## config.mk

```make
export PLATFORM = sky130hd
export DESIGN_NAME = lsa_led_strap
export DESIGN_NICKNAME = d
export VERILOG_FILES = /design/src/pkg/lsa_pkg.sv /design/src/hw/lsa_led_stretch.sv /design/src/hw/lsa_led_strap.sv
export SDC_FILE = /design/constraint.sdc
export NUM_CORES = 1
export LEC_CHECK = 0
export ABC_AREA = 1
export BUFFER_PORTS_ARGS = -buffer_cell sky130_fd_sc_hd__buf_2
export CAP_MARGIN = 20
export CORE_MARGIN = 2
export CORE_UTILIZATION = 50
export DETAILED_ROUTE_END_ITERATION = 7
export PLACE_DENSITY = 0.75
export SLEW_MARGIN = 0
export SYNTH_ARGS = -nofsm -noshare
export SYNTH_HDL_FRONTEND = slang
export SYNTH_HIERARCHICAL = 1
export SYNTH_SLANG_ARGS = --single-unit
```

## constraint.sdc

```tcl
create_clock -name ref_clk -period 1.9 [get_ports ref_clk]
set_input_delay 0.38 -clock ref_clk [delete_from_list [all_inputs] [get_ports ref_clk]]
set_output_delay 0.38 -clock ref_clk [all_outputs]
set_load 0.05 [all_outputs]
```

## src/pkg/lsa_pkg.sv

```systemverilog
// Purpose: Shared constants for the LED status and address strap block.
// Assumes: ref_clk at 50 MHz; AXI4-Lite register access, 32-bit data.
// Notes:   Every offset, field position, reset value and count is here.

package lsa_pkg;

   // ****************************************************************
   // Clock and timing.
   // ****************************************************************
   localparam int unsigned CLK_FREQ_KHZ    = 50000; // Clock rate in kHz.
   localparam int unsigned STRETCH_TIME_MS = 50;    // Blink time in ms.
   // Blink length in clock cycles, derived from the time and the rate.
   localparam int unsigned STRETCH_CYCLES  = STRETCH_TIME_MS * CLK_FREQ_KHZ;
   localparam int          CNT_W           = 22;    // Blink counter width.

   // ****************************************************************
   // Widths and pin positions.
   // ****************************************************************
   localparam int          ADDR_W   = 4;   // Register byte address width.
   localparam int          DATA_W   = 32;  // Register data width.
   localparam int          STRB_W   = 4;   // Byte strobe width.
   localparam int          STRAP_W  = 5;   // Number of shared strap pins.
   localparam int          PIN_DUPLEX = 0; // Full duplex indicator.
   localparam int          PIN_COLL   = 1; // Collision indicator.
   localparam int          PIN_LINK   = 2; // Good link indicator.
   localparam int          PIN_TX     = 3; // Transmit activity indicator.
   localparam int          PIN_RX     = 4; // Receive activity indicator.
   localparam logic [4:0]  PIN_ALL_ON  = 5'h1F; // All pins driven.
   localparam logic [4:0]  PIN_ALL_OFF = 5'h00; // All pins released.

   // ****************************************************************
   // Register map.
   // ****************************************************************
   localparam logic [3:0]  REG_CTRL   = 4'h0; // Physical-layer control.
   localparam logic [3:0]  REG_STATUS = 4'h4; // Indicator status.
   localparam int          CTRL_ADDR_LSB  = 0; // Management address field.
   localparam int          CTRL_ISO_BIT   = 5; // Isolate mode, read only.
   localparam int          CTRL_LEDEN_BIT = 8; // Indicator enable.
   localparam logic        LEDEN_RST      = 1'b1; // Indicators on at reset.
   localparam logic [4:0]  ISO_ADDR       = 5'h00; // Strap that isolates.
   localparam int          ST_LINK   = 0; // Status: link up.
   localparam int          ST_SPEED  = 1; // Status: 100 Mb/s.
   localparam int          ST_DUPLEX = 2; // Status: full duplex.
   localparam int          ST_COLL   = 3; // Status: collision.
   localparam int          ST_TX     = 4; // Status: stretched transmit.
   localparam int          ST_RX     = 5; // Status: stretched receive.
   localparam logic [1:0]  RESP_OKAY   = 2'h0; // Access accepted.
   localparam logic [1:0]  RESP_SLVERR = 2'h2; // Unmapped address.

endpackage

```

## src/hw/lsa_led_stretch.sv

```systemverilog
// Purpose: Stretches a short activity pulse into a visible blink.
// Assumes: activity comes from logic on ref_clk.
// Notes:   A new event restarts the blink interval.

`timescale 1ns/100ps

module lsa_led_stretch
#(
   parameter int unsigned CYCLES = lsa_pkg::STRETCH_CYCLES
)
(
   input  wire logic ref_clk,   // System clock.
   input  wire logic resetn,    // Synchronous reset, active low.
   input  wire logic activity,  // Activity level from the core.
   output logic      lit        // Indicator should be on.
);
   import lsa_pkg::*;

   // ****************************************************************
   // Hold counter.
   // ****************************************************************
   logic [CNT_W-1:0] count_reg;  // Cycles of blink still to run.
   logic [CNT_W-1:0] count_next; // Next count.
   logic             lit_reg;    // Registered indicator state.
   logic             lit_next;   // Next indicator state.

   // Reloads on activity and counts down to zero afterwards.
   always_comb
   begin
      count_next = count_reg;
      if (activity)
      begin
         // Activity present: restart the whole interval.
         count_next = CNT_W'(CYCLES - 1);
      end
      else if (count_reg != '0)
      begin
         // Idle: let the blink run out.
         count_next = count_reg - CNT_W'(1);
      end
      lit_next = activity || (count_reg != '0);
   end

   // Registers the counter and the indicator state.
   always_ff @(posedge ref_clk)
   begin
      if (!resetn)
      begin
         count_reg <= '0;
         lit_reg   <= 1'b0;
      end
      else
      begin
         count_reg <= count_next;
         lit_reg   <= lit_next;
      end
   end

   assign lit = lit_reg;

endmodule

```

## src/hw/lsa_led_strap.sv

```systemverilog
// Purpose: Shared strap/indicator pins with AXI4-Lite control registers.
// Assumes: Status inputs come from core logic on ref_clk.
// Notes:   Hold resetn low for at least four edges so straps settle.
//
// How it works
// - Speed pin high at 100, low at 10.
// - Transmit indicator lit during transmit activity.
// - Receive indicator lit during receive activity.
// - Collision indicator shows half duplex collisions.
// - Duplex indicator shows full duplex mode.
// - Link indicator shows valid link.
// - Straps sampled in reset, latched to control.
// - Strapped address zero selects isolate mode.
// - Software address zero never selects isolation.
// - After reset, shared pins become indicator outputs.
// - Unstrapped pins read their pull level.
//
// Local design decisions: register access over AXI4-Lite and the placing of the registers.

`timescale 1ns/100ps

module lsa_led_strap
#(
   parameter int unsigned STRETCH_CYCLES = lsa_pkg::STRETCH_CYCLES
)
(
   input  wire logic                        ref_clk,
   input  wire logic                        resetn,
   // Status from the transceiver core.
   input  wire logic                        linkUp,
   input  wire logic                        speed100,
   input  wire logic                        fullDuplex,
   input  wire logic                        collision,
   input  wire logic                        txActive,
   input  wire logic                        rxActive,
   // Shared strap and indicator pins.
   input  wire logic [lsa_pkg::STRAP_W-1:0] strapPinIn,
   output logic      [lsa_pkg::STRAP_W-1:0] ledPinOut,
   output logic      [lsa_pkg::STRAP_W-1:0] ledPinOe,
   output logic                             speedIndicator,
   output logic                             isolateMode,
   // AXI4-Lite slave.
   input  wire logic [lsa_pkg::ADDR_W-1:0]  s_axi_awaddr,
   input  wire logic                        s_axi_awvalid,
   output logic                             s_axi_awready,
   input  wire logic [lsa_pkg::DATA_W-1:0]  s_axi_wdata,
   input  wire logic [lsa_pkg::STRB_W-1:0]  s_axi_wstrb,
   input  wire logic                        s_axi_wvalid,
   output logic                             s_axi_wready,
   output logic      [1:0]                  s_axi_bresp,
   output logic                             s_axi_bvalid,
   input  wire logic                        s_axi_bready,
   input  wire logic [lsa_pkg::ADDR_W-1:0]  s_axi_araddr,
   input  wire logic                        s_axi_arvalid,
   output logic                             s_axi_arready,
   output logic      [lsa_pkg::DATA_W-1:0]  s_axi_rdata,
   output logic      [1:0]                  s_axi_rresp,
   output logic                             s_axi_rvalid,
   input  wire logic                        s_axi_rready
);
   import lsa_pkg::*;

   // ****************************************************************
   // Declarations.
   // ****************************************************************
   logic [STRAP_W-1:0] strapMeta_reg;  // First synchroniser stage.
   logic [STRAP_W-1:0] strapSync_reg;  // Second synchroniser stage.
   logic [STRAP_W-1:0] ctrlAddr_reg;   // Management address field.
   logic [STRAP_W-1:0] ctrlAddr_next;
   logic               isolate_reg;    // Isolate mode from the strap.
   logic               isolate_next;
   logic               ledEn_reg;      // Indicator enable.
   logic               ledEn_next;
   logic               awHeld_reg;     // Write address captured.
   logic               awHeld_next;
   logic [ADDR_W-1:0]  awAddr_reg;     // Captured write address.
   logic [ADDR_W-1:0]  awAddr_next;
   logic               wHeld_reg;      // Write data captured.
   logic               wHeld_next;
   logic [DATA_W-1:0]  wData_reg;      // Captured write data.
   logic [DATA_W-1:0]  wData_next;
   logic [STRB_W-1:0]  wStrb_reg;      // Captured byte strobes.
   logic [STRB_W-1:0]  wStrb_next;
   logic               awReady_reg;
   logic               awReady_next;
   logic               wReady_reg;
   logic               wReady_next;
   logic               bValid_reg;
   logic               bValid_next;
   logic [1:0]         bResp_reg;
   logic [1:0]         bResp_next;
   logic               arReady_reg;
   logic               arReady_next;
   logic               rValid_reg;
   logic               rValid_next;
   logic [DATA_W-1:0]  rData_reg;
   logic [DATA_W-1:0]  rData_next;
   logic [1:0]         rResp_reg;
   logic [1:0]         rResp_next;
   logic [STRAP_W-1:0] pinOut_reg;     // Indicator levels.
   logic [STRAP_W-1:0] pinOut_next;
   logic [STRAP_W-1:0] pinOe_reg;      // Indicator drive enables.
   logic [STRAP_W-1:0] pinOe_next;
   logic               speed_reg;      // Speed indicator level.
   logic               speed_next;
   logic [1:0]         actIn;          // Transmit, receive activity.
   logic [1:0]         actLit;         // Stretched activity.

   // ****************************************************************
   // Strap synchroniser.
   // ****************************************************************
   // The pads resolve an unstrapped pin to its pull level.
   // Pull level sampled
   always_ff @(posedge ref_clk)
   begin
      strapMeta_reg <= strapPinIn;
      strapSync_reg <= strapMeta_reg;
   end

   // ****************************************************************
   // Control register and write channel.
   // ****************************************************************
   // Takes address and data in either order, then answers once.
   always_comb
   begin
      logic               awTake;
      logic               wTake;
      logic               commit;
      awTake        = s_axi_awvalid && awReady_reg;
      wTake         = s_axi_wvalid && wReady_reg;
      // Both halves present, now or from earlier, and no answer pending.
      commit        = (awHeld_reg || awTake) && (wHeld_reg || wTake)
                      && !bValid_reg;
      ctrlAddr_next = ctrlAddr_reg;
      ledEn_next    = ledEn_reg;
      awHeld_next   = awHeld_reg || awTake;
      wHeld_next    = wHeld_reg || wTake;
      awAddr_next   = awTake ? s_axi_awaddr : awAddr_reg;
      wData_next    = wTake ? s_axi_wdata : wData_reg;
      wStrb_next    = wTake ? s_axi_wstrb : wStrb_reg;
      bValid_next   = bValid_reg && !s_axi_bready;
      bResp_next    = bResp_reg;
      if (commit)
      begin
         // Both halves present: store and raise the response.
         awHeld_next = 1'b0;
         wHeld_next  = 1'b0;
         bValid_next = 1'b1;
         bResp_next  = RESP_OKAY;
         if (awAddr_next == REG_CTRL)
         begin
            if (wStrb_next[0])
            begin
               ctrlAddr_next = wData_next[CTRL_ADDR_LSB +: STRAP_W];
            end
            if (wStrb_next[CTRL_LEDEN_BIT / 8])
            begin
               ledEn_next = wData_next[CTRL_LEDEN_BIT];
            end
         end
         else if (awAddr_next != REG_STATUS)
         begin
            // Unmapped address: nothing stored.
            bResp_next = RESP_SLVERR;
         end
      end
      awReady_next = !awHeld_next && !bValid_next;
      wReady_next  = !wHeld_next && !bValid_next;
      // The isolate bit changes only under reset.
      isolate_next = isolate_reg;
   end

   // Registers the control group; straps are caught during reset.
   always_ff @(posedge ref_clk)
   begin
      if (!resetn)
      begin
         ctrlAddr_reg <= strapSync_reg;
         isolate_reg  <= (strapSync_reg == ISO_ADDR);
         ledEn_reg    <= LEDEN_RST;
         awHeld_reg   <= 1'b0;
         awAddr_reg   <= '0;
         wHeld_reg    <= 1'b0;
         wData_reg    <= '0;
         wStrb_reg    <= '0;
         awReady_reg  <= 1'b0;
         wReady_reg   <= 1'b0;
         bValid_reg   <= 1'b0;
         bResp_reg    <= RESP_OKAY;
      end
      else
      begin
         ctrlAddr_reg <= ctrlAddr_next;
         isolate_reg  <= isolate_next;
         ledEn_reg    <= ledEn_next;
         awHeld_reg   <= awHeld_next;
         awAddr_reg   <= awAddr_next;
         wHeld_reg    <= wHeld_next;
         wData_reg    <= wData_next;
         wStrb_reg    <= wStrb_next;
         awReady_reg  <= awReady_next;
         wReady_reg   <= wReady_next;
         bValid_reg   <= bValid_next;
         bResp_reg    <= bResp_next;
      end
   end

   // ****************************************************************
   // Read channel.
   // ****************************************************************
   // One read at a time; data is latched when the address is taken.
   always_comb
   begin
      rValid_next = rValid_reg && !s_axi_rready;
      rData_next  = rData_reg;
      rResp_next  = rResp_reg;
      if (s_axi_arvalid && arReady_reg)
      begin
         rValid_next = 1'b1;
         rData_next  = '0;
         rResp_next  = RESP_OKAY;
         if (s_axi_araddr == REG_CTRL)
         begin
            // Address, isolate and enable fields.
            rData_next[CTRL_ADDR_LSB +: STRAP_W] = ctrlAddr_reg;
            rData_next[CTRL_ISO_BIT]             = isolate_reg;
            rData_next[CTRL_LEDEN_BIT]           = ledEn_reg;
         end
         else if (s_axi_araddr == REG_STATUS)
         begin
            // Live status and stretched activity.
            rData_next[ST_LINK]   = linkUp;
            rData_next[ST_SPEED]  = speed100;
            rData_next[ST_DUPLEX] = fullDuplex;
            rData_next[ST_COLL]   = collision;
            rData_next[ST_TX]     = actLit[0];
            rData_next[ST_RX]     = actLit[1];
         end
         else
         begin
            // Unmapped address reads zero with an error.
            rResp_next = RESP_SLVERR;
         end
      end
      arReady_next = !rValid_next;
   end

   // Registers the read group.
   always_ff @(posedge ref_clk)
   begin
      if (!resetn)
      begin
         arReady_reg <= 1'b0;
         rValid_reg  <= 1'b0;
         rData_reg   <= '0;
         rResp_reg   <= RESP_OKAY;
      end
      else
      begin
         arReady_reg <= arReady_next;
         rValid_reg  <= rValid_next;
         rData_reg   <= rData_next;
         rResp_reg   <= rResp_next;
      end
   end

   // ****************************************************************
   // Activity stretchers.
   // ****************************************************************
   assign actIn = {rxActive, txActive};

   for (genvar i = 0; i < 2; i++)
   begin : g_stretch
      lsa_led_stretch
      #(
         .CYCLES   (STRETCH_CYCLES)
      )
      u_stretch
      (
         .ref_clk  (ref_clk),
         .resetn   (resetn),
         .activity (actIn[i]),
         .lit      (actLit[i])
      );
   end

   // ****************************************************************
   // Indicator pins.
   // ****************************************************************
   // Pins stay released in reset so the straps can be read.
   always_comb
   begin
      pinOut_next[PIN_DUPLEX] = ledEn_reg && fullDuplex;
      pinOut_next[PIN_COLL]   = ledEn_reg && collision && !fullDuplex;
      pinOut_next[PIN_LINK]   = ledEn_reg && linkUp;
      pinOut_next[PIN_TX]     = ledEn_reg && actLit[0];
      pinOut_next[PIN_RX]     = ledEn_reg && actLit[1];
      speed_next              = speed100;
      pinOe_next              = PIN_ALL_ON;
   end

   // Registers the pin group.
   always_ff @(posedge ref_clk)
   begin
      if (!resetn)
      begin
         pinOut_reg <= PIN_ALL_OFF;
         pinOe_reg  <= PIN_ALL_OFF;
         speed_reg  <= 1'b0;
      end
      else
      begin
         pinOut_reg <= pinOut_next;
         pinOe_reg  <= pinOe_next;
         speed_reg  <= speed_next;
      end
   end

   assign ledPinOut      = pinOut_reg;
   assign ledPinOe       = pinOe_reg;
   assign speedIndicator = speed_reg;
   assign isolateMode    = isolate_reg;
   assign s_axi_awready  = awReady_reg;
   assign s_axi_wready   = wReady_reg;
   assign s_axi_bvalid   = bValid_reg;
   assign s_axi_bresp    = bResp_reg;
   assign s_axi_arready  = arReady_reg;
   assign s_axi_rvalid   = rValid_reg;
   assign s_axi_rdata    = rData_reg;
   assign s_axi_rresp    = rResp_reg;
endmodule

```

==> results.md, run 1 <==
- VDD IR max: 0.5051 mV
- Avg Cell Area, Syn: slightly above 7 µm²
- Yosys cell types: 38
- CP Class: reg2reg
- Synth Register Bits: between 90 and 100
- Gr ovfl total: 0
- Clock tree root driver cell: clkbuf_8
- Die Span Y: slightly above 100 µm
- Sequential cell area: roughly 0.002 mm²
- RSZ-0062 raised after global routing: no
- Post-DR wirelength/cell: roughly 11 µm
- Asr flop ratio synth: 0%
- Final slew viol count: 0
- Htree depth: 3
- Worst EP required: approximately 2.2 ns
- Number of synthesized flops with an enable pin: 6
- Die W: 101.7 µm
- Clock Sinks: 98
- Fill cell count: 844
- First-pass GRT wire length: 16.08 mm
- Max_cap viols: 0
- Fin nets: about 780
- Multi-input logic area: between 0.002 and 0.0025 mm²
- Worst setup EP type: flop
- Min cycle time layout: roughly 1.7 ns
- Max Root-Sink Buffers: 2
- Routability-driven placement congestion ratio: about 0.92
- Max Freq: roughly 600 MHz
- Drt total wl: around 10 mm
- Worst hold path class: in2reg
- Initial DRC count: around 140
- Starting density of the core: 51.62%
- Top post-synthesis cells by area: dfxtp_1, nand2_1, nor2_1, nand3_1, inv_1
- Register area share after synthesis: between 40% and 50%
- Hold_buf cts: 0
- # IOs: approximately 120
- Max FFs per register: 44
- Setup tns final: 0 ns
- Row cnt: 35
- Final period util: about 89%
- Initial antenna violation count: 0
- Num CTS Buffers: 9
- Die ar.: a little over 0.01 mm²
- Layout Skew: between 0.01 and 0.015 ns
- Type of origin of the critical path: flop
- Main synth FF type: dfxtp_1
- Syn Inst Count: 657
- Critical path arrival: about 2 ns
- Status: finished clean
- Post-DP HPWL: ~7.3 mm
- Post-synth top area share: slightly below 40%
- Largest net degree at the start of global routing: 26
- Via Count: approximately 4000
- YS warnings: 6
- Via density per instance: between 4 and 5
- Area Overhead vs Synth: 10.65%
- CTS tree: yes
- Final Setup Violations: 0
- TritonRoute pass-1 iters: 5
- Leakage power: ~2.6 nW
- Final hold viol count: 0
- Reg clk slew, reported paths: approximately 0.10 ns
- GRT Total Usage: 19.48%
- # DRC: 0
- Worst Path Max Fanout: 22
- Diodes inserted: 0
- Leading area contributor after synthesis: dfxtp_1
- Post-DRT Antenna Nets: 0
- Non-Filler Instances: around 850
- Post-Syn Area: 0.004770 mm²
- Pwr dens: 886.6 mW/mm²
- Post-CTS Resized: 0
- Core area: 0.009240 mm²
- Setup Fix Bufs, Post-CTS: 0
- Worst-Skew Late Latency: around 0.36 ns
- Placed Cells: roughly 830
- Layout cells sized above 1: 18.06%
- IO Port Bufs: about 60
- Vias in the first global route: about 3700
layer usage:
metal  wire length (µm)  up-vias  track usage, %  part of all wire [%]
li1                   -     2099               -                     -
met1               4576     1820           25.27                    47
met2               4619       91           32.34                    48
met3                464        6           5.452                   4.8
met4                 57        0           4.470                  0.59
met5                  0        -               0                     0
path summary, 6_finish.rpt:
path	start	end	slack, ns	cells past startpoint
min	strapPinIn[2]	strapMeta_reg[2]	0.11	1
max	g_stretch[0].u_stretch/count_reg[0]	g_stretch[0].u_stretch/count_reg[0]	0.21	10
max reg2reg	g_stretch[0].u_stretch/count_reg[0]	g_stretch[0].u_stretch/count_reg[0]	0.21	10
min reg2reg	strapMeta_reg[3]	strapSync_reg[3]	0.34	0
report_power, final:
group | switching, mW | leakage [nW] | internal, mW
logic | 0.686 | 1.67 | 0.270
registers | 0.0848 | 0.822 | 2.21
clock network | 0.780 | 0.110 | 0.647
cells in the final DEF, fill, tap and decap left out, types with 5 or more instances in the layout:
master	netlist	final
nand2_1	142	142
nor2_1	112	112
dfxtp_1	92	92
inv_1	68	68
buf_2	4	59
nand3_1	51	51
conb_1	1	27
a21oi_1	26	26
nor2_2	21	21
xor2_1	14	14
o21ai_0	10	10
or2_2	10	10
clkbuf_8	0	9
nand2_2	7	7
nor3_1	7	7
edfxtp_1	6	6
xnor2_1	6	6
nand4_1	6	6
nor2_4	5	5
final cells by class:
cell class	instances	area share, %
inverter	73	5.192
clock inverter	7	1.849
sequential	98	38.31
multi-input combinational	470	43.08
clock buffer	9	2.347
tap	129	3.058
timing repair buffer	63	6.164
stage by stage:
stage / hold slack, ns / util (%) / instance area [µm²] / total power, mW / setup WS, ns
3_3_place_gp: 0.3113 / 54.72 / 5056 / 3.270 / 0.3299
6_report: 0.1119 / 57.12 / 5278 / 4.679 / 0.2126
2_1_floorplan: 0.3096 / - / 4867 / 3.138 / 0.1923
4_1_cts: 0.08601 / 57.12 / 5278 / 4.738 / 0.2021
5_1_grt: 0.07160 / 57.12 / 5278 / 4.940 / 0.05215
3_5_place_dp: 0.3121 / 54.72 / 5056 / 3.294 / 0.2559
cells in the mapped netlist (2+ instances only):
cell      count
nor2_1      112
nor3_1        7
ha_1          4
or2_2        10
a21oi_2       2
nor2_2       21
buf_6         2
nand2_2       7
nand3_1      51
a21oi_1      26
nand4_1       6
nand3b_1      2
o22ai_1       2
nand2_1     142
clkinv_1      4
clkbuf_1      4
nor2_4        5
xor2_1       14
nand3_4       3
o21ai_0      10
a21o_1        2
buf_4        32
buf_2         4
inv_1        68
edfxtp_1      6
or2_1         2
xnor2_1       6
nor3b_1       2
dfxtp_1      92
logic make-up (layout without fill, tap and decap cells):
group | Yosys count | count (layout) | synth area share (%)
buf+inv | 115 | 152 | 11.99
other cells | 1 | 27 | 0.07862
compound gates | 46 | 46 | 5.299
fa+ha+maj | 4 | 4 | 1.049
simple gates | 373 | 373 | 35.52
xor+xnor | 20 | 20 | 3.673
flops | 98 | 98 | 42.39
worst max-delay path, stage by stage (launching register included):
cell and delay (ns):
dfxtp_1 0.36, inv_1 0.13, ha_1 0.18, nand2_1 0.08, nor2_2 0.18, nand3_4 0.26, nor2_2 0.22, nand2_1 0.07
nand2_1 0.06, nand2_1 0.04, inv_1 0.06
Note: power is estimated with default switching activity, not from simulation.
==> run 2, diff against run 1 <==
--- a/config.mk
+++ b/config.mk
@@ -11,6 +11,7 @@
 export CORE_MARGIN = 2
 export CORE_UTILIZATION = 50
 export DETAILED_ROUTE_END_ITERATION = 7
+export HOLD_SLACK_MARGIN = 0.12
 export PLACE_DENSITY = 0.75
 export SLEW_MARGIN = 0
 export SYNTH_ARGS = -nofsm -noshare
==> results.md, run 2 (synthesis gave the netlist of run 1 again) <==
- Post-CTS Resized: 0
- Clock tree root driver cell: clkbuf_8
- Via density per instance: ~4.7
- Fill cell count: 838
- Fin nets: just under 800
- Htree depth: 3
- Final slew viol count: 0
- Worst Path Max Fanout: 22
- Slowest stage cell, crit path: dfxtp_1
- # IOs: 115
- Worst setup EP type: flop
- Via Count: ~4000
- Non-Filler Instances: between 800 and 900
- Final hold viol count: 0
- Worst EP required: between 2 and 2.5 ns
- Worst Path Buf+Inv: 2
- Slowest stage delay, CP: about 0.36 ns
- CP Class: reg2reg
- Vias in the first global route: roughly 3700
- Row cnt: 35
- Placed Cells: between 800 and 900
- Routability-driven placement congestion ratio: 0.9210
- Max_cap viols: 0
- Most used cell, CP: nand2_1
- Worst-Skew Late Latency: around 0.36 ns
- Post-DRT Antenna Nets: 0
- Critical path arrival: roughly 2.0 ns
- Status: finished clean
- Post-DP HPWL: 7.280 mm
- Crit-path cells: inv_1, ha_1, nand2_1, nor2_2, nand3_4, nor2_2, nand2_1, nand2_1, nand2_1, inv_1
- Starting density of the core: roughly 52%
- Type of origin of the critical path: flop
- Setup Fix Bufs, Post-CTS: 0
- Largest net degree at the start of global routing: 26
- Most frequent cells in the layout: nand2_1, nor2_1, dfxtp_1
- Initial DRC count: ~140
- TritonRoute pass-1 iters: 4
- Max FFs per register: between 40 and 50
- Post-DR wirelength/cell: ~11 µm
- Pre-CTS setup slack: 0.2559 ns
- Clock Sinks: 98
- Initial antenna violation count: 0
- Diodes inserted: 0
- Gr ovfl total: 0
- Max Freq: roughly 590 MHz
- Pwr dens: between 800 and 900 mW/mm²
- First-pass GRT wire length: about 16 mm
- Drt total wl: between 9 and 10 mm
- RSZ-0062 raised after global routing: no
- # DRC: 0
- IO Port Bufs: 59
- Layout cells sized above 1: roughly 18%
- Leakage power: between 2 and 3 nW
- Final Setup Violations: 0
- GRT Total Usage: 19.63%
- Core area: between 0.009 and 0.01 mm²
- Die W: 101.7 µm
- Final period util: slightly below 90%
- Utilization after layout: ~58%
- VDD IR max: 0.5787 mV
- Max Root-Sink Buffers: 2
- Layout Skew: 0.01240 ns
- Worst hold path class: in2reg
- Final worst setup slack: 0.2003 ns
- Most common cell after layout, fill and taps aside: nand2_1
- CTS tree: yes
- Area Overhead vs Synth: 11.70%
- Die Span Y: between 100 and 150 µm
- Delay-heaviest family, CP: simple AND/OR/NAND/NOR gates
- Setup tns final: 0 ns
- Die ar.: between 0.01 and 0.015 mm²
- Num CTS Buffers: 9
- Min cycle time layout: roughly 1.7 ns
- Reg clk slew, reported paths: approximately 0.10 ns
==> run 2: cell types whose count changed in the layout (fill, tap and decap cells not counted), sizes merged <==
cell	change
dlygate4sd3	+5
==> run 2: path summary, 6_finish.rpt <==
| check | start | endpoint | slack, ns | cells after the start |
|---|---|---|---|---|
| worst max-delay path | g_stretch[0].u_stretch/count_reg[0] | g_stretch[0].u_stretch/count_reg[1] | 0.20 | 10 |
| worst max register to register | g_stretch[0].u_stretch/count_reg[0] | g_stretch[0].u_stretch/count_reg[1] | 0.20 | 10 |
| worst min register to register | strapMeta_reg[3] | strapSync_reg[3] | 0.34 | 0 |
| worst min-delay path | speed100 | speedIndicator | 0.22 | 3 |
==> run 2: power breakdown <==
part | leakage (nW) | total (mW) | internal, mW | switching [mW]
logic | 1.69 | 0.965 | 0.277 | 0.688
clock network | 0.110 | 1.43 | 0.647 | 0.779
registers | 0.822 | 2.30 | 2.21 | 0.0852
==> run 2: routing by layer <==
layer / share of wire (%) / GRT usage (%) / up-vias
met5: 0 / 0 / -
met4: 0.58 / 4.470 / 0
met3: 5.0 / 5.452 / 6
met2: 48 / 32.74 / 91
met1: 47 / 25.36 / 1816
li1: - / - / 2107
==> run 2: layout make-up <==
cell class | count | area (µm²) | area share (%)
multi-input combinational | 470 | 2273 | 42.67
timing repair buffer | 68 | 375.4 | 7.046
inverter | 73 | 274.0 | 5.143
clock inverter | 7 | 97.59 | 1.832
sequential | 98 | 2022 | 37.95
clock buffer | 9 | 123.9 | 2.325
tap | 129 | 161.4 | 3.030
==> run 2: worst min-delay path, delay by kind of cell <==
kind | cells | cell delay, ns
buffers and inverters | 2 | 0.13
and+or+nand+nor | 1 | 0.05
==> run 2: per-stage QoR <==
step           power (mW)  cell area, µm²  hold WS, ns
6_report            4.687            5328       0.2198
4_1_cts             4.746            5328       0.2001
5_1_grt             4.950            5328       0.2033
2_1_floorplan       3.138            4867       0.3096
3_5_place_dp        3.294            5056       0.3121
3_3_place_gp        3.270            5056       0.3113
==> run 2: repair_timing <==
item | 4_1_cts | 5_1_grt
endpoints found under the hold margin | 5 | 0
hold buffers | 5 | 0
setup endpoints to repair | 0 | 0
==> run 3, diff against run 2 <==
--- a/config.mk
+++ b/config.mk
@@ -13,6 +13,7 @@
 export DETAILED_ROUTE_END_ITERATION = 7
 export HOLD_SLACK_MARGIN = 0.12
 export PLACE_DENSITY = 0.75
+export REMOVE_ABC_BUFFERS = 1
 export SLEW_MARGIN = 0
 export SYNTH_ARGS = -nofsm -noshare
 export SYNTH_HDL_FRONTEND = slang
==> results.md, run 3 (synthesis gave the netlist of run 1 again) <==
- Status: finished clean
- Post-DR wirelength/cell: around 11 µm
- Row cnt: 35
- Clock Sinks: slightly below 100
- Worst Path Buf+Inv: 2
- Delay-heaviest family, CP: simple AND/OR/NAND/NOR gates
- Num CTS Buffers: 9
- # IOs: around 120
- Drt total wl: between 9 and 10 mm
- Slowest stage delay, CP: roughly 0.35 ns
- Clock tree root driver cell: clkbuf_8
- Max Root-Sink Buffers: 2
- Final slew viol count: 0
- Post-route cell area: between 0.005 and 0.006 mm²
- Max_cap viols: 0
- IO Port Bufs: a little under 60
- Type of origin of the critical path: flop
- Min cycle time layout: ~1.6 ns
- Worst Path Max Fanout: 22
- Die Span Y: slightly above 100 µm
- # DRC: 0
- Largest net degree at the start of global routing: 26
- Most common cell after layout, fill and taps aside: nand2_1
- Worst setup EP type: flop
- Die ar.: a little over 0.01 mm²
- Die W: approximately 100 µm
- Leakage power: 2.616 nW
- VDD IR max: between 0.5 and 0.6 mV
- Cell Area, Placed: 0.005056 mm²
- Post-DP HPWL: 7.015 mm
- Core area: between 0.009 and 0.01 mm²
- Final hold viol count: 0
- Final Setup Violations: 0
- Utilization after layout: between 50% and 60%
- Via density per instance: 4.773
- Placed Cells: ~830
- Critical path arrival: approximately 2 ns
- Setup Fix Bufs, Post-CTS: 0
- Initial antenna violation count: 0
- Top Layer Used: met4
- Max FFs per register: 44
- Htree depth: 3
- Via Count: approximately 4100
- GRT Total Usage: around a fifth
- Final hold slack: around 0.23 ns
- Area Overhead vs Synth: 11.41%
- Layout Skew: ~0.011 ns
- Most frequent cells in the layout: nand2_1, nor2_1, dfxtp_1
- Non-Filler Instances: about 850
- Pwr Total: about 4.6 mW
- Diodes inserted: 0
- Final period util: ~86%
- Post-CTS Resized: 0
- Met2 WL post-DR: ~4.6 mm
- Crit-path cells: inv_1, ha_1, nand2_1, nor2_2, nand3_4, nor2_2, nand2_1, nand2_1, nand2_1, inv_1
- Slowest stage cell, crit path: dfxtp_1
- Worst EP required: 2.21 ns
- Worst hold path class: in2reg
- Max Freq: between 600 and 700 MHz
- Most used cell, CP: nand2_1
- CTS tree: yes
- WL met3: slightly above 500 µm
- Post-DRT Antenna Nets: 0
- Gr ovfl total: 0
- Layout cells sized above 1: around 18%
- First-pass GRT wire length: ~16 mm
- Worst-Skew Late Latency: between 0.3 and 0.4 ns
- Fill cell count: about 850
- RSZ-0062 raised after global routing: no
- TritonRoute pass-1 iters: 4
- M1 WL: approximately 4.2 mm
- Starting density of the core: 51.62%
- Routability-driven placement congestion ratio: 0.8862
- Reg clk slew, reported paths: between 0.1 and 0.15 ns
- Initial DRC count: between 200 and 250
- Fin nets: a little under 800
- Vias in the first global route: between 3000 and 4000
- Pwr dens: 865.5 mW/mm²
- CP Class: reg2reg
[run 3: cell count changes in the layout (fill, tap and decap cells not counted), sizes merged]
cell / before / now
bufinv: 1 / 0
clkinv: 7 / 8
[run 3: final cells by class]
class	instances	area, µm²	area share, %
multi-input cells	470	2273	42.78
flip-flops and latches	98	2022	38.05
repair buffers	68	375.4	7.064
inverters	73	274.0	5.157
well taps	129	161.4	3.037
clock buffers	9	123.9	2.331
clock inverters	7	83.83	1.578
[run 3: per-stage QoR]
stage               worst slack (ns)  setup TNS (ns)
floorplan                    -0.3553          -1.776
global placement              0.2956               0
detailed placement            0.2740               0
CTS                           0.2415               0
global route                 0.08444               0
finish                        0.2664               0
[run 3: final timing paths]
check | to | slack (ns) | cells past startpoint | startpoint
setup reg to reg | g_stretch[0].u_stretch/count_reg[1] | 0.27 | 10 | g_stretch[0].u_stretch/count_reg[0]
setup / recovery | g_stretch[0].u_stretch/count_reg[1] | 0.27 | 10 | g_stretch[0].u_stretch/count_reg[0]
hold reg to reg | strapSync_reg[2] | 0.33 | 0 | strapMeta_reg[2]
hold / removal | speedIndicator | 0.23 | 3 | speed100
[run 3: worst min-delay path, cell delays in order]
cell     delay (ns)
buf_2          0.10
nand2_1        0.05
inv_1          0.04
[run 3: what timing repair did]
| action | in CTS | in global routing |
|---|---|---|
| hold buffers | 5 | 0 |
| endpoints found under the hold margin | 5 | 0 |
| endpoints found under the setup margin | 0 | 0 |
[run 3: per-layer routing]
metal  vias up  GRT usage [%]
li1       2121              -
met1      1821          23.79
met2       117          33.76
met3        17          4.072
met4         0          6.341
met5         -              0
[run 3: power breakdown]
part           internal (mW)  leakage [nW]  switching, mW
sequential              2.21         0.822         0.0823
clock                  0.530         0.105          0.813
combinational          0.277          1.69          0.685
